[src/exec_defs.svh]
`ifndef EXEC_DEFS_SVH
`define EXEC_DEFS_SVH

// System clocks per instruction cycle
`define CLKS_PER_ICYC     3'h4
// Program counter width
`define PC_W              11
// Status bit positions in the flags output
`define FLAG_Z            0
`define FLAG_C            1
`define FLAG_AC           2
`define FLAG_OV           3
// Reset values
`define PC_RST            11'h000
`define ACC_RST           8'h00
`define FLAGS_RST         4'h0
`define GIE_RST           1'b0
// Stack depth of saved return addresses
`define STACK_DEPTH       4

`endif

[src/exec_pkg.sv]
package exec_pkg;

   // Operation requested for the current instruction
   typedef enum logic [4:0] {
      OP_NOP      = 5'h00,
      OP_MOV_MA   = 5'h01,
      OP_MOV_AM   = 5'h02,
      OP_MOV_XA   = 5'h03,
      OP_ADD      = 5'h04,
      OP_ADC      = 5'h05,
      OP_SUB      = 5'h06,
      OP_SBC      = 5'h07,
      OP_AND      = 5'h08,
      OP_OR       = 5'h09,
      OP_XOR      = 5'h0A,
      OP_CPL      = 5'h0B,
      OP_INC      = 5'h0C,
      OP_DEC      = 5'h0D,
      OP_RR       = 5'h0E,
      OP_RL       = 5'h0F,
      OP_RRC      = 5'h10,
      OP_RLC      = 5'h11,
      OP_SZ       = 5'h12,
      OP_SNZ      = 5'h13,
      OP_SZ_BIT   = 5'h14,
      OP_SNZ_BIT  = 5'h15,
      OP_SET_BIT  = 5'h16,
      OP_CLR_BIT  = 5'h17,
      OP_JUMP     = 5'h18,
      OP_CALL     = 5'h19,
      OP_RET      = 5'h1A,
      OP_RETURN_FROM_INTERRUPT     = 5'h1B,
      OP_TABRD    = 5'h1C,
      OP_HALT     = 5'h1D,
      OP_WDT_CLR  = 5'h1E
   } op_e;

   // Instruction cycle sequencing
   typedef enum logic [1:0] {
      ST_EXEC  = 2'b00,
      ST_EXTRA = 2'b01,
      ST_HALT  = 2'b10
   } seq_e;

endpackage

[src/exec_alu.sv]
`timescale 1ns/1ps
`include "exec_defs.svh"

// Eight-bit data path, purely combinational
module exec_alu
   import exec_pkg::*;
(
   // Operation and operands
   input  wire op_e        op,
   input  wire logic [7:0] acc,
   input  wire logic [7:0] mem,
   input  wire logic [7:0] imm,
   input  wire logic       imm_sel,
   input  wire logic [2:0] bit_sel,
   input  wire logic       carry_in,
   // Results
   output logic [7:0]      result,
   output logic            carry_out,
   output logic            aux_out,
   output logic            ovf_out,
   output logic            flag_z_upd,
   output logic            flag_c_upd,
   output logic            flag_aov_upd
);

   wire [7:0] opnd     = imm_sel ? imm : mem;
   wire       use_c    = (op == OP_ADC) || (op == OP_SBC);
   wire       cin      = use_c ? carry_in : 1'b0;
   wire       is_sub   = (op == OP_SUB) || (op == OP_SBC);
   // Subtract as add of complement; carry set means no borrow
   wire [7:0] addend   = is_sub ? ~opnd : opnd;
   wire       cin_eff  = is_sub ? (use_c ? carry_in : 1'b1) : cin;
   wire [8:0] sum      = {1'b0, acc} + {1'b0, addend} + {8'h00, cin_eff};
   wire [4:0] low_sum  = {1'b0, acc[3:0]} + {1'b0, addend[3:0]}
                         + {4'h0, cin_eff};
   wire [7:0] bit_mask = 8'h01 << bit_sel;
   wire       is_arith = (op == OP_ADD) || (op == OP_ADC) || is_sub;
   wire       is_logic = (op == OP_AND) || (op == OP_OR) || (op == OP_XOR)
                         || (op == OP_CPL);
   wire       is_incd  = (op == OP_INC) || (op == OP_DEC);

   always_comb begin
      result    = opnd;
      carry_out = carry_in;
      unique case (op)
         OP_ADD, OP_ADC, OP_SUB, OP_SBC: begin
            result    = sum[7:0];
            carry_out = sum[8];
         end
         OP_AND:     result = acc & opnd;
         OP_OR:      result = acc | opnd;
         OP_XOR:     result = acc ^ opnd;
         OP_CPL:     result = ~mem;
         OP_INC:     result = mem + 8'h01;
         OP_DEC:     result = mem - 8'h01;
         OP_RR:      result = {mem[0], mem[7:1]};
         OP_RL:      result = {mem[6:0], mem[7]};
         OP_RRC: begin
            result    = {carry_in, mem[7:1]};
            carry_out = mem[0];
         end
         OP_RLC: begin
            result    = {mem[6:0], carry_in};
            carry_out = mem[7];
         end
         OP_SET_BIT: result = mem | bit_mask;
         OP_CLR_BIT: result = mem & ~bit_mask;
         OP_MOV_AM:  result = acc;
         default:    result = opnd;
      endcase
   end

   assign aux_out      = low_sum[4];
   assign ovf_out      = (acc[7] == addend[7]) && (sum[7] != acc[7]);
   assign flag_z_upd   = is_arith || is_logic || is_incd;
   assign flag_c_upd   = is_arith || (op == OP_RRC) || (op == OP_RLC);
   assign flag_aov_upd = is_arith;

endmodule

[src/exec_ctrl.sv]
`timescale 1ns/1ps
`include "exec_defs.svh"

module exec_ctrl
   import exec_pkg::*;
(
   // Clock and reset
   input  wire logic                ref_clk,
   input  wire logic                rstn,
   // Decoded instruction, held steady by the fetch logic
   input  wire op_e                 instr_op,
   input  wire logic                instr_to_mem,
   input  wire logic                instr_imm_sel,
   input  wire logic [7:0]          instr_imm,
   input  wire logic [2:0]          instr_bit,
   input  wire logic                instr_dst_pcl,
   input  wire logic [`PC_W-1:0]    instr_target,
   // Data memory and table read data
   input  wire logic [7:0]          mem_rdata,
   input  wire logic [7:0]          table_rdata,
   // Wake request out of power-down
   input  wire logic                wake_req,
   // Sequencing and results
   output logic [`PC_W-1:0]         pc_q,
   output logic                     icyc_start_q,
   output logic                     exec_valid_q,
   output logic [7:0]               acc_q,
   output logic [3:0]               flags_q,
   output logic                     global_interrupt_enable_q,
   output logic                     mem_we_q,
   output logic [7:0]               mem_wdata_q,
   output logic                     table_valid_q,
   output logic                     power_down_q,
   output logic                     wdt_clear_q
);

   logic [1:0]       phase_q;
   seq_e             seq_q;
   seq_e             seq_d;
   logic             skip_q;
   logic [`PC_W-1:0] stack_q [`STACK_DEPTH];
   logic [1:0]       sp_q;

   logic [7:0] alu_res;
   logic       alu_c;
   logic       alu_ac;
   logic       alu_ov;
   logic       upd_z;
   logic       upd_c;
   logic       upd_aov;

   exec_alu u_alu (
      .op           (instr_op),
      .acc          (acc_q),
      .mem          (mem_rdata),
      .imm          (instr_imm),
      .imm_sel      (instr_imm_sel),
      .bit_sel      (instr_bit),
      .carry_in     (flags_q[`FLAG_C]),
      .result       (alu_res),
      .carry_out    (alu_c),
      .aux_out      (alu_ac),
      .ovf_out      (alu_ov),
      .flag_z_upd   (upd_z),
      .flag_c_upd   (upd_c),
      .flag_aov_upd (upd_aov)
   );

   // Execution happens on the last system clock of the instruction cycle
   wire last_phase = (phase_q == (`CLKS_PER_ICYC - 3'h1));
   wire do_exec    = last_phase && (seq_q == ST_EXEC) && !skip_q;
   wire squash     = last_phase && (seq_q == ST_EXEC) && skip_q;

   wire is_skip    = (instr_op == OP_SZ) || (instr_op == OP_SNZ)
                     || (instr_op == OP_SZ_BIT) || (instr_op == OP_SNZ_BIT);
   wire test_bit   = mem_rdata[instr_bit];
   wire skip_hit   = ((instr_op == OP_SZ) && (mem_rdata == 8'h00))
                     || ((instr_op == OP_SNZ) && (mem_rdata != 8'h00))
                     || ((instr_op == OP_SZ_BIT) && !test_bit)
                     || ((instr_op == OP_SNZ_BIT) && test_bit);
   wire is_flow    = (instr_op == OP_JUMP) || (instr_op == OP_CALL)
                     || (instr_op == OP_RET) || (instr_op == OP_RETURN_FROM_INTERRUPT)
                     || (instr_op == OP_TABRD);
   wire mem_write  = instr_to_mem || (instr_op == OP_MOV_AM)
                     || (instr_op == OP_SET_BIT) || (instr_op == OP_CLR_BIT)
                     || (instr_op == OP_CPL && instr_to_mem);
   wire pcl_write  = mem_write && instr_dst_pcl;
   wire acc_write  = !mem_write && !is_skip && !is_flow
                     && (instr_op != OP_NOP) && (instr_op != OP_HALT)
                     && (instr_op != OP_WDT_CLR);
   wire need_extra = is_flow || pcl_write;
   wire [`PC_W-1:0] pc_next  = pc_q + `PC_W'(1);
   wire [`PC_W-1:0] pcl_addr = {pc_q[`PC_W-1:8], alu_res};
   wire [1:0]       sp_dec   = sp_q - 2'h1;

   always_comb begin
      seq_d = seq_q;
      unique case (seq_q)
         ST_EXEC: begin
            if (do_exec && instr_op == OP_HALT)
               seq_d = ST_HALT;
            else if (do_exec && need_extra)
               seq_d = ST_EXTRA;
         end
         ST_EXTRA: begin
            if (last_phase)
               seq_d = ST_EXEC;
         end
         ST_HALT: begin
            if (wake_req)
               seq_d = ST_EXEC;
         end
         default: seq_d = ST_EXEC;
      endcase
   end

   always_ff @(posedge ref_clk or negedge rstn) begin
      if (!rstn) begin
         phase_q      <= 2'h0;
         seq_q        <= ST_EXEC;
         icyc_start_q <= 1'b0;
      end else begin
         phase_q      <= (seq_q == ST_HALT) ? 2'h0 : phase_q + 2'h1;
         seq_q        <= seq_d;
         icyc_start_q <= (seq_q != ST_HALT) && last_phase;
      end
   end

   // Program counter, stack and skip
   always_ff @(posedge ref_clk or negedge rstn) begin
      if (!rstn) begin
         pc_q   <= `PC_RST;
         skip_q <= 1'b0;
         sp_q   <= 2'h0;
         global_interrupt_enable_q <= `GIE_RST;
      end else if (squash) begin
         pc_q   <= pc_next;
         skip_q <= 1'b0;
      end else if (do_exec) begin
         skip_q <= is_skip && skip_hit;
         unique case (instr_op)
            OP_JUMP: pc_q <= instr_target;
            OP_CALL: begin
               pc_q <= instr_target;
               sp_q <= sp_q + 2'h1;
            end
            OP_RET: begin
               pc_q <= stack_q[sp_dec];
               sp_q <= sp_dec;
            end
            OP_RETURN_FROM_INTERRUPT: begin
               pc_q <= stack_q[sp_dec];
               sp_q <= sp_dec;
               global_interrupt_enable_q <= 1'b1;
            end
            default: pc_q <= pcl_write ? pcl_addr : pc_next;
         endcase
      end
   end

   // Stack wraps silently on overflow, as a small hardware stack does
   always_ff @(posedge ref_clk or negedge rstn) begin
      if (!rstn) begin
         for (int i = 0; i < `STACK_DEPTH; i++)
            stack_q[i] <= `PC_RST;
      end else if (do_exec && instr_op == OP_CALL) begin
         stack_q[sp_q] <= pc_next;
      end
   end

   // Accumulator, flags and memory write
   always_ff @(posedge ref_clk or negedge rstn) begin
      if (!rstn) begin
         acc_q         <= `ACC_RST;
         flags_q       <= `FLAGS_RST;
         mem_we_q      <= 1'b0;
         mem_wdata_q   <= 8'h00;
         table_valid_q <= 1'b0;
         wdt_clear_q   <= 1'b0;
         exec_valid_q  <= 1'b0;
      end else begin
         mem_we_q      <= do_exec && mem_write;
         table_valid_q <= do_exec && instr_op == OP_TABRD;
         wdt_clear_q   <= do_exec && instr_op == OP_WDT_CLR;
         exec_valid_q  <= do_exec;
         if (do_exec && mem_write)
            mem_wdata_q <= alu_res;
         if (do_exec && instr_op == OP_TABRD)
            acc_q <= table_rdata;
         else if (do_exec && acc_write)
            acc_q <= alu_res;
         if (do_exec) begin
            if (upd_z)
               flags_q[`FLAG_Z] <= (alu_res == 8'h00);
            if (upd_c)
               flags_q[`FLAG_C] <= alu_c;
            if (upd_aov) begin
               flags_q[`FLAG_AC] <= alu_ac;
               flags_q[`FLAG_OV] <= alu_ov;
            end
         end
      end
   end

   always_ff @(posedge ref_clk or negedge rstn) begin
      if (!rstn)
         power_down_q <= 1'b0;
      else
         power_down_q <= (seq_d == ST_HALT);
   end

   // Execution strobes are at least four clocks apart
   exec_spacing_a: assert property (@(posedge ref_clk) disable iff (!rstn)
      exec_valid_q |=> !exec_valid_q [*3])
      else $error("execution strobes closer than one cycle");
   // Jump adds a full extra instruction cycle
   jump_extra_a: assert property (@(posedge ref_clk) disable iff (!rstn)
      (do_exec && instr_op == OP_JUMP) |=> !do_exec [*7])
      else $error("jump did not take two cycles");
   jump_target_a: assert property (@(posedge ref_clk) disable iff (!rstn)
      (do_exec && instr_op == OP_JUMP) |=> pc_q == $past(instr_target))
      else $error("jump target not loaded");
   call_return_a: assert property (@(posedge ref_clk) disable iff (!rstn)
      (do_exec && instr_op == OP_CALL) |=> stack_q[$past(sp_q)]
         == $past(pc_next))
      else $error("call did not save return address");
   return_from_interrupt_enable_a: assert property (@(posedge ref_clk) disable iff (!rstn)
      (do_exec && instr_op == OP_RETURN_FROM_INTERRUPT) |=> global_interrupt_enable_q)
      else $error("interrupt return left enable low");
   skip_squash_a: assert property (@(posedge ref_clk) disable iff (!rstn)
      (do_exec && is_skip && skip_hit) |=> ##3 squash)
      else $error("taken skip did not squash next");
   zero_flag_a: assert property (@(posedge ref_clk) disable iff (!rstn)
      (do_exec && upd_z) |=> flags_q[`FLAG_Z] == ($past(alu_res) == 8'h00))
      else $error("zero flag wrong");
   bit_only_a: assert property (@(posedge ref_clk) disable iff (!rstn)
      (do_exec && instr_op == OP_SET_BIT) |=> mem_we_q
         && mem_wdata_q == ($past(mem_rdata) | (8'h01 << $past(instr_bit))))
      else $error("bit set touched other bits");
   halt_down_a: assert property (@(posedge ref_clk) disable iff (!rstn)
      (do_exec && instr_op == OP_HALT) |=> power_down_q)
      else $error("halt did not power down");
   // Low byte write lands the result and costs a whole extra cycle
   pcl_jump_a: assert property (@(posedge ref_clk) disable iff (!rstn)
      (do_exec && pcl_write) |=> pc_q[7:0] == $past(alu_res))
      else $error("low byte write did not jump");
   pcl_extra_a: assert property (@(posedge ref_clk) disable iff (!rstn)
      (do_exec && pcl_write) |=> !do_exec [*7])
      else $error("low byte write did not take two cycles");
   flow_extra_a: assert property (@(posedge ref_clk) disable iff (!rstn)
      (do_exec && is_flow) |=> !do_exec [*7])
      else $error("flow instruction did not take two cycles");
   // Carry is recomputed here from the operands, not taken from the ALU
   add_carry_a: assert property (@(posedge ref_clk) disable iff (!rstn)
      (do_exec && instr_op == OP_ADD && !instr_imm_sel)
      |=> flags_q[`FLAG_C]
         == $past((9'(acc_q) + 9'(mem_rdata)) > 9'h0FF))
      else $error("add carry wrong");
   squash_pc_a: assert property (@(posedge ref_clk) disable iff (!rstn)
      squash |=> !exec_valid_q && pc_q == $past(pc_q) + 11'h001)
      else $error("squashed slot misbehaved");
   table_acc_a: assert property (@(posedge ref_clk) disable iff (!rstn)
      (do_exec && instr_op == OP_TABRD)
      |=> table_valid_q && acc_q == $past(table_rdata))
      else $error("table data not delivered");
   ret_keep_a: assert property (@(posedge ref_clk) disable iff (!rstn)
      (do_exec && instr_op == OP_RET)
      |=> $stable(global_interrupt_enable_q))
      else $error("plain return touched global enable");
   halt_quiet_a: assert property (@(posedge ref_clk) disable iff (!rstn)
      (power_down_q && $past(power_down_q)) |-> !exec_valid_q)
      else $error("execution while powered down");
   move_imm_a: assert property (@(posedge ref_clk) disable iff (!rstn)
      (do_exec && instr_op == OP_MOV_XA && instr_imm_sel)
      |=> acc_q == $past(instr_imm))
      else $error("immediate move wrong");

endmodule

[config.mk]
export PLATFORM = sky130hd
export DESIGN_NAME = exec_ctrl
export DESIGN_NICKNAME = d
export VERILOG_FILES = /design/src/exec_pkg.sv /design/src/exec_alu.sv /design/src/exec_ctrl.sv
export VERILOG_INCLUDE_DIRS = /design/src
export SDC_FILE = /design/constraint.sdc
export NUM_CORES = 1
export LEC_CHECK = 0
export BUFFER_PORTS_ARGS = -buffer_cell sky130_fd_sc_hd__buf_2
export CAP_MARGIN = 20
export CORE_MARGIN = 5
export CORE_UTILIZATION = 53
export DETAILED_ROUTE_END_ITERATION = 7
export PLACE_DENSITY = 0.77
export SYNTH_ARGS = -nofsm -noshare
export SYNTH_HDL_FRONTEND = slang
export SYNTH_HIERARCHICAL = 1
export SYNTH_SLANG_ARGS = --single-unit
export TNS_END_PERCENT = 10
[constraint.sdc]
create_clock -name ref_clk -period 4.7 [get_ports ref_clk]
set_input_delay 0 -clock ref_clk [delete_from_list [all_inputs] [get_ports ref_clk]]
set_output_delay 0 -clock ref_clk [all_outputs]
set_load 0.005 [all_outputs]
; After elaboration in Yosys (flattened, before gate mapping)
; Index checks and enable logic that the tools add are counted.
[totals]
output_inout_bits = 38
reg_bits = 89
in_bits = 49
elab_cells = 191
[op_classes]
mux = 30
order_cmp = 4
n_eq_ne = 38
add_sub_neg = 10
n_reduce_logical = 75
shift = 1
bitwise_logic = 11
[op_table]
columns = op, n
row1 = one-hot mux 8 bit (14 select lines), 1
row2 = "equality test 5 bit, second input constant", 15
row3 = 2-to-1 mux 11 bit, 6
row4 = bitwise mux 44 bit, 1
row5 = "equality test 5 x 4 -> 1 bit, second input constant", 8
row6 = 2-to-1 mux 8 bit, 4
row7 = logical OR 1 bit, 27
row8 = logical AND 1 bit, 25
row9 = NOT 8 bit, 3
row10 = binary-select mux 11 bit (select 2 bit), 1
row11 = demux 11 bit (select 2 bit), 1
row12 = one-hot mux 11 bit (2 select lines), 1
row13 = "equality test 5 x 3 -> 1 bit, second input constant", 4
row14 = AND 8 bit, 2
row15 = zero test 8 bit, 2
row16 = bitwise OR 8 bit, 2
row17 = "adder 11 x 1 -> 11 bit, second input constant", 1
row18 = 2-to-1 mux 2 bit, 5
row19 = "inequality test 5 bit, second input constant", 2
row20 = adder 8 x 8 -> 9 bit, 1
row21 = adder 9 x 1 -> 9 bit, 1
row22 = AND reduction 3 bit, 3
row23 = "adder 8 x 1 -> 8 bit, second input constant", 1
row24 = nonzero test 8 bit, 1
row25 = 32 further kinds, 51

; Logic depth before layout (Yosys ltp)
[depth]
ltp_word = 14
ltp_mapped = 19
mapped_depth_nobuf = 17

; Hierarchy
; The synthesis kept the hierarchy.
[by_module_without_submodules]
columns = module, cells_each, area_each_um2, n_inst, seq_area_each_um2
row1 = exec_ctrl, 416, 4416.7, 1, 2227.1
row2 = exec_alu, 284, 2005.7, 1, 0.0

; Least setup slack after synthesis
; OpenSTA, ideal clock, no wires.
[synth_path]
path_kind = input to register
startpoint = input instr_op[4]
endpoint = register pc_q[6]
stages = 19
n_path_buf = 2
t_required_ns = 4.636
path_slack_ns = 1.519
setup_time_ns = 0.064
t_arrival_ns = 3.116
cell_sequence = clkbuf_1 nor2b_1 nand2b_1 clkinv_1 and2_1 buf_2 xnor2_1 fa_1 inv_1 fa_1 nor2b_1 o31a_1 o31a_1 a21oi_1 nand2_1 a32oi_1 o21ai_0 a21oi_1 o21a_1
[synth_via]
elab_chain_len = 10
word_cells_on_any_way = 43
cone_classes = add/sub: 2 / eq/ne: 21 / mux: 9 / reduce/logical: 11
[synth_lines]
columns = item, line
row1 = "start, declared", exec_ctrl.sv:11  ; input wire op_e instr_op,
row2 = "equality test 5 x 3 -> 1 bit, on equally long branches", "exec_alu.sv:29, exec_alu.sv:45, exec_alu.sv:27"
row3 = "logical OR 1 bit, on equally long branches", "exec_alu.sv:29, exec_alu.sv:27"
row4 = "2-to-1 mux 8 bit, or another cell as far along", exec_alu.sv:31  ; wire [7:0] addend = is_sub ? ~opnd : opnd;
row5 = adder 8 x 8 -> 9 bit / 2-to-1 mux 1 bit (equally long branches), "exec_alu.sv:33, exec_alu.sv:32"
row6 = adder 9 x 1 -> 9 bit, exec_alu.sv:33  ; wire [8:0] sum = {1'b0, acc} + {1'b0, addend} + {8'h00, cin_eff};
row7 = one-hot mux 8 bit (14 select lines) *, exec_alu.sv:45  ; unique case (op)
row8 = via alu_res[6], exec_ctrl.sv:44  ; logic [7:0] alu_res;
row9 = 2-to-1 mux 11 bit *, exec_ctrl.sv:156  ; default: pc_q <= pcl_write ? pcl_addr : pc_next;
row10 = one-hot mux 11 bit (2 select lines) *, exec_ctrl.sv:141  ; unique case (instr_op)
row11 = 2-to-1 mux 11 bit *, exec_ctrl.sv:139  ; end else if (do_exec) begin
row12 = 2-to-1 mux 11 bit *, exec_ctrl.sv:136  ; end else if (squash) begin
row13 = "end signal, assigned", exec_ctrl.sv:137  ; pc_q <= pc_next;
row14 = "end signal, assigned", exec_ctrl.sv:142  ; OP_JUMP: pc_q <= instr_target;
row15 = "end signal, assigned", exec_ctrl.sv:156
row16 = "end, declared", exec_ctrl.sv:24  ; output logic [`PC_W-1:0] pc_q,
; The timed path passes the listed nets; every way through them passes the cells marked *. The select of a mux whose other input is x is not followed.
; A chain may end at the register's enable or synchronous reset.

; Worst setup path in the final report
[layout_path]
startpoint = input instr_op[2]
endpoint = register pc_q[6]
; The elaborated chain is that of the path after synthesis.

==> summary.md <==
| Metric | Value |
|---|---|
| Met2 Resource Use GR | `0.4317` |
| Fin nets | `863` |
| Row cnt | `40` |
| Outcome | `finished, final reports clean` |
| PostCTS Resize Cnt | `0` |
| Post-Syn Nets | `roughly 790` |
| Number of H-tree levels | `3` |
| Min Tclk post-route | `3.833 ns` |
| Post-Syn Instances | `700` |
| Fmax | `roughly 260 MHz` |
| Cell variety after synth | `76` |
| Critical Path Fanout Max | `29` |
| # port buffers | `86` |
| Routed vias/inst | `about 6.4` |
| Most frequent cells in the layout | `nand2_1 (98), dfrtp_1 (89), buf_2 (85)` |
| Die area | `14420 µm²` |
| Worst-Margin Slew | `a little over 0.9 ns` |
| Layout cells sized above 1 | `0.2049` |
| Starting Density | `0.5369` |
| Ys flop type | `dfrtp_1` |
| First-pass DRT Iterations | `6` |
| I/O Pins | `87` |
| RSZ-0062 raised after global routing | `false` |
| Final setup margin | `around 0.87 ns` |
| Worst Skew | `0.007800 ns` |
| Initial antenna violation count | `0` |
| Drt drc | `0` |
| Post-synth EDFFs | `0` |
| CTS Buf Count | `9` |
| Most Crowded Layer GR | `met2` |
| CTS tree | `built` |
| Vias in the first global route | `roughly 5600` |
| Vias | `5939` |
| Worst EP required | `about 5 ns` |
| TNS Setup | `0 ns` |
| FILL cells | `roughly 1100` |
| HPWL after DPL | `14.23 mm` |
| Final setup viols | `0` |
| Antenna-violating nets left | `0` |
| Most common cell after layout, fill and taps aside | `nand2_1` |
| Synth Warn # | `6` |
| Clock transition at the registers of the reported paths | `0.06 ns` |
| Worst slew margin | `0.3903` |
| Final Hold Fails | `0` |
| First-pass GRT wire length | `roughly 30 mm` |
| Die W | `roughly 120 µm` |
| Synth Area per Inst | `roughly 9 µm²` |
| Setup crit start kind | `primary input` |
| FF+latch count, synth | `a little under 90` |
| Gr ovfl total | `0` |
| DP Worst Slack | `between 0.5 and 0.6 ns` |
| Largest net degree at the start of global routing | `57` |
| ANT cells | `0` |
| Clock Sinks | `between 80 and 90` |
| Post-synthesis sequential area ratio | `0.3468` |
| Period utilization | `0.8155` |
| Mapped Area | `about 6400 µm²` |
| WS Path Type | `in -> reg` |
| M3 GR Usage | `0.04948` |
| Crit end category | `flip-flop` |
| Syn-to-layout area delta | `14.42%` |
| Async SR Flop Fraction | `1.000` |
| Pleak | `about 3.3 nW` |
| Setup bufs post-CTS | `0` |
| Core ar. | `11960 µm²` |
| HP Class | `in -> reg` |
| Final Max Slew Viols | `0` |
| Clock latency on the worst-skew pair | `0.35 ns` |
| PD cells | `481.4 nW/µm²` |
| GRT Util Overall | `0.2715` |
| RePlAce Congestion | `0.9944` |
| Die height | `~120 µm` |
| Wire per inst | `20.96 µm` |
| Critical Path AT | `slightly above 4 ns` |
| Initial DRC Count | `roughly 830` |
| Deepest clock path buffer count | `2` |
| Met1 usage | `0.3856` |
| Max-cap violations | `0` |
| Wirelength, routed | `approximately 19 mm` |
| Root Buffer | `clkbuf_16` |
| Worst VDD drop | `280.4 µV` |
Yosys cell counts, types with 4 or more instances:
master,count,share of area
nor2_1,25,0.015
xnor2_1,24,0.033
xor2_1,7,0.0095
clkbuf_1,28,0.016
mux2i_1,19,0.030
a31oi_1,5,0.0049
mux2_2,18,0.032
and3_1,4,0.0039
nor4_1,9,0.0088
o21ai_0,73,0.057
mux4_2,13,0.046
nand3_1,12,0.0094
a21oi_1,28,0.022
o211ai_1,7,0.0082
a21o_1,7,0.0082
ha_1,35,0.068
nand2b_1,5,0.0049
a22oi_1,12,0.014
buf_2,9,0.0070
dfrtp_1,89,0.35
o21ai_1,7,0.0055
and2_1,4,0.0039
nor3_1,9,0.0070
or3_1,5,0.0049
o31a_1,4,0.0055
a221oi_1,11,0.015
nand2_1,98,0.057
nor2b_1,7,0.0068
inv_1,32,0.019
o22ai_1,7,0.0068
o31ai_1,4,0.0047
o21a_1,6,0.0070
worst paths after layout:
path | from | endpoint | slack (ns) | cells after the start
hold / removal | instr_target[6] | pc_q[6]$_DFFE_PN0P_ | 0.03 | 3
min in group asynchronous | rstn | icyc_start_q$_DFF_PN0_ | 0.14 | 2
hold reg to reg | phase_q[0]$_DFF_PN0_ | phase_q[0]$_DFF_PN0_ | 0.44 | 1
setup reg to reg | phase_q[0]$_DFF_PN0_ | acc_q[3]$_DFFE_PN0P_ | 1.46 | 8
max in group asynchronous | rstn | table_valid_q$_DFF_PN0_ | 3.46 | 3
setup / recovery | instr_op[2] | pc_q[6]$_DFFE_PN0P_ | 0.87 | 18
power by group:
part           leakage, nW  switching, mW  internal, mW
Combinational         1.95          0.858         0.679
Sequential            1.17          0.288         0.986
Clock                0.144          0.312         0.415
Total                 3.26           1.46          2.08
flip-flops by register name, indices dropped and copies added, names as in the netlist, 2 cells and up:
register and flops:
stack_q 44, pc_q 11, acc_q 8, mem_wdata_q 8, flags_q 4, phase_q 2
seq_q 2, sp_q 2
area by class of cell:
cell class                 instances  area [µm²]  area share
clock buffer                      10       229.0     0.03116
inverter                          34       127.6     0.01737
tap                              147       183.9     0.02503
sequential                        89        2227      0.3031
multi-input combinational        534        3874      0.5272
clock inverter                     6       67.56    0.009195
timing repair buffer             108       639.4     0.08701
cells by family after synthesis:
family | synth area share
fa+ha+maj | 0.07754
buf+inv | 0.05085
xor+xnor | 0.04228
mux | 0.1068
flops | 0.3468
simple gates | 0.1596
compound gates | 0.2163
metal layers:
metal	vias to the layer above	routed length, µm
met2	299	9154
li1	2719	-
met3	48	1730
met1	2873	8244
met4	0	318
met5	-	0
through the flow:
stage	instance area, µm²	hold slack, ns	util	total power [mW]	cells
after floorplan	6422	-0.2956	-	2.227	700
after global placement	6890	-0.04266	0.5760	2.730	896
after detailed placement	6902	-0.02651	0.5770	2.782	897
after CTS	7348	0.02312	0.6143	3.533	928
after global routing	7348	0.04275	0.6143	3.768	928
final	7348	0.03434	0.6143	3.537	928
worst max-delay path, cell delays in order:
cell      delay [ns]
buf_2           0.37
nor2b_1         0.35
nand2b_1        0.17
clkinv_1        0.17
and2_1          0.44
xnor2_1         0.18
fa_1            0.44
inv_1           0.08
fa_1            0.21
nor2b_1         0.07
o31a_1          0.25
o31a_1          0.27
a21oi_1         0.17
nand2_1         0.08
a32oi_1         0.39
o21ai_0         0.18
a21oi_1         0.14
o21a_1          0.12
what timing repair did:
item	CTS	global route
endpoints found under the hold margin	48	0
setup endpoints to repair	0	0
hold buffers	15	0
(Power assumes the default switching activity.)
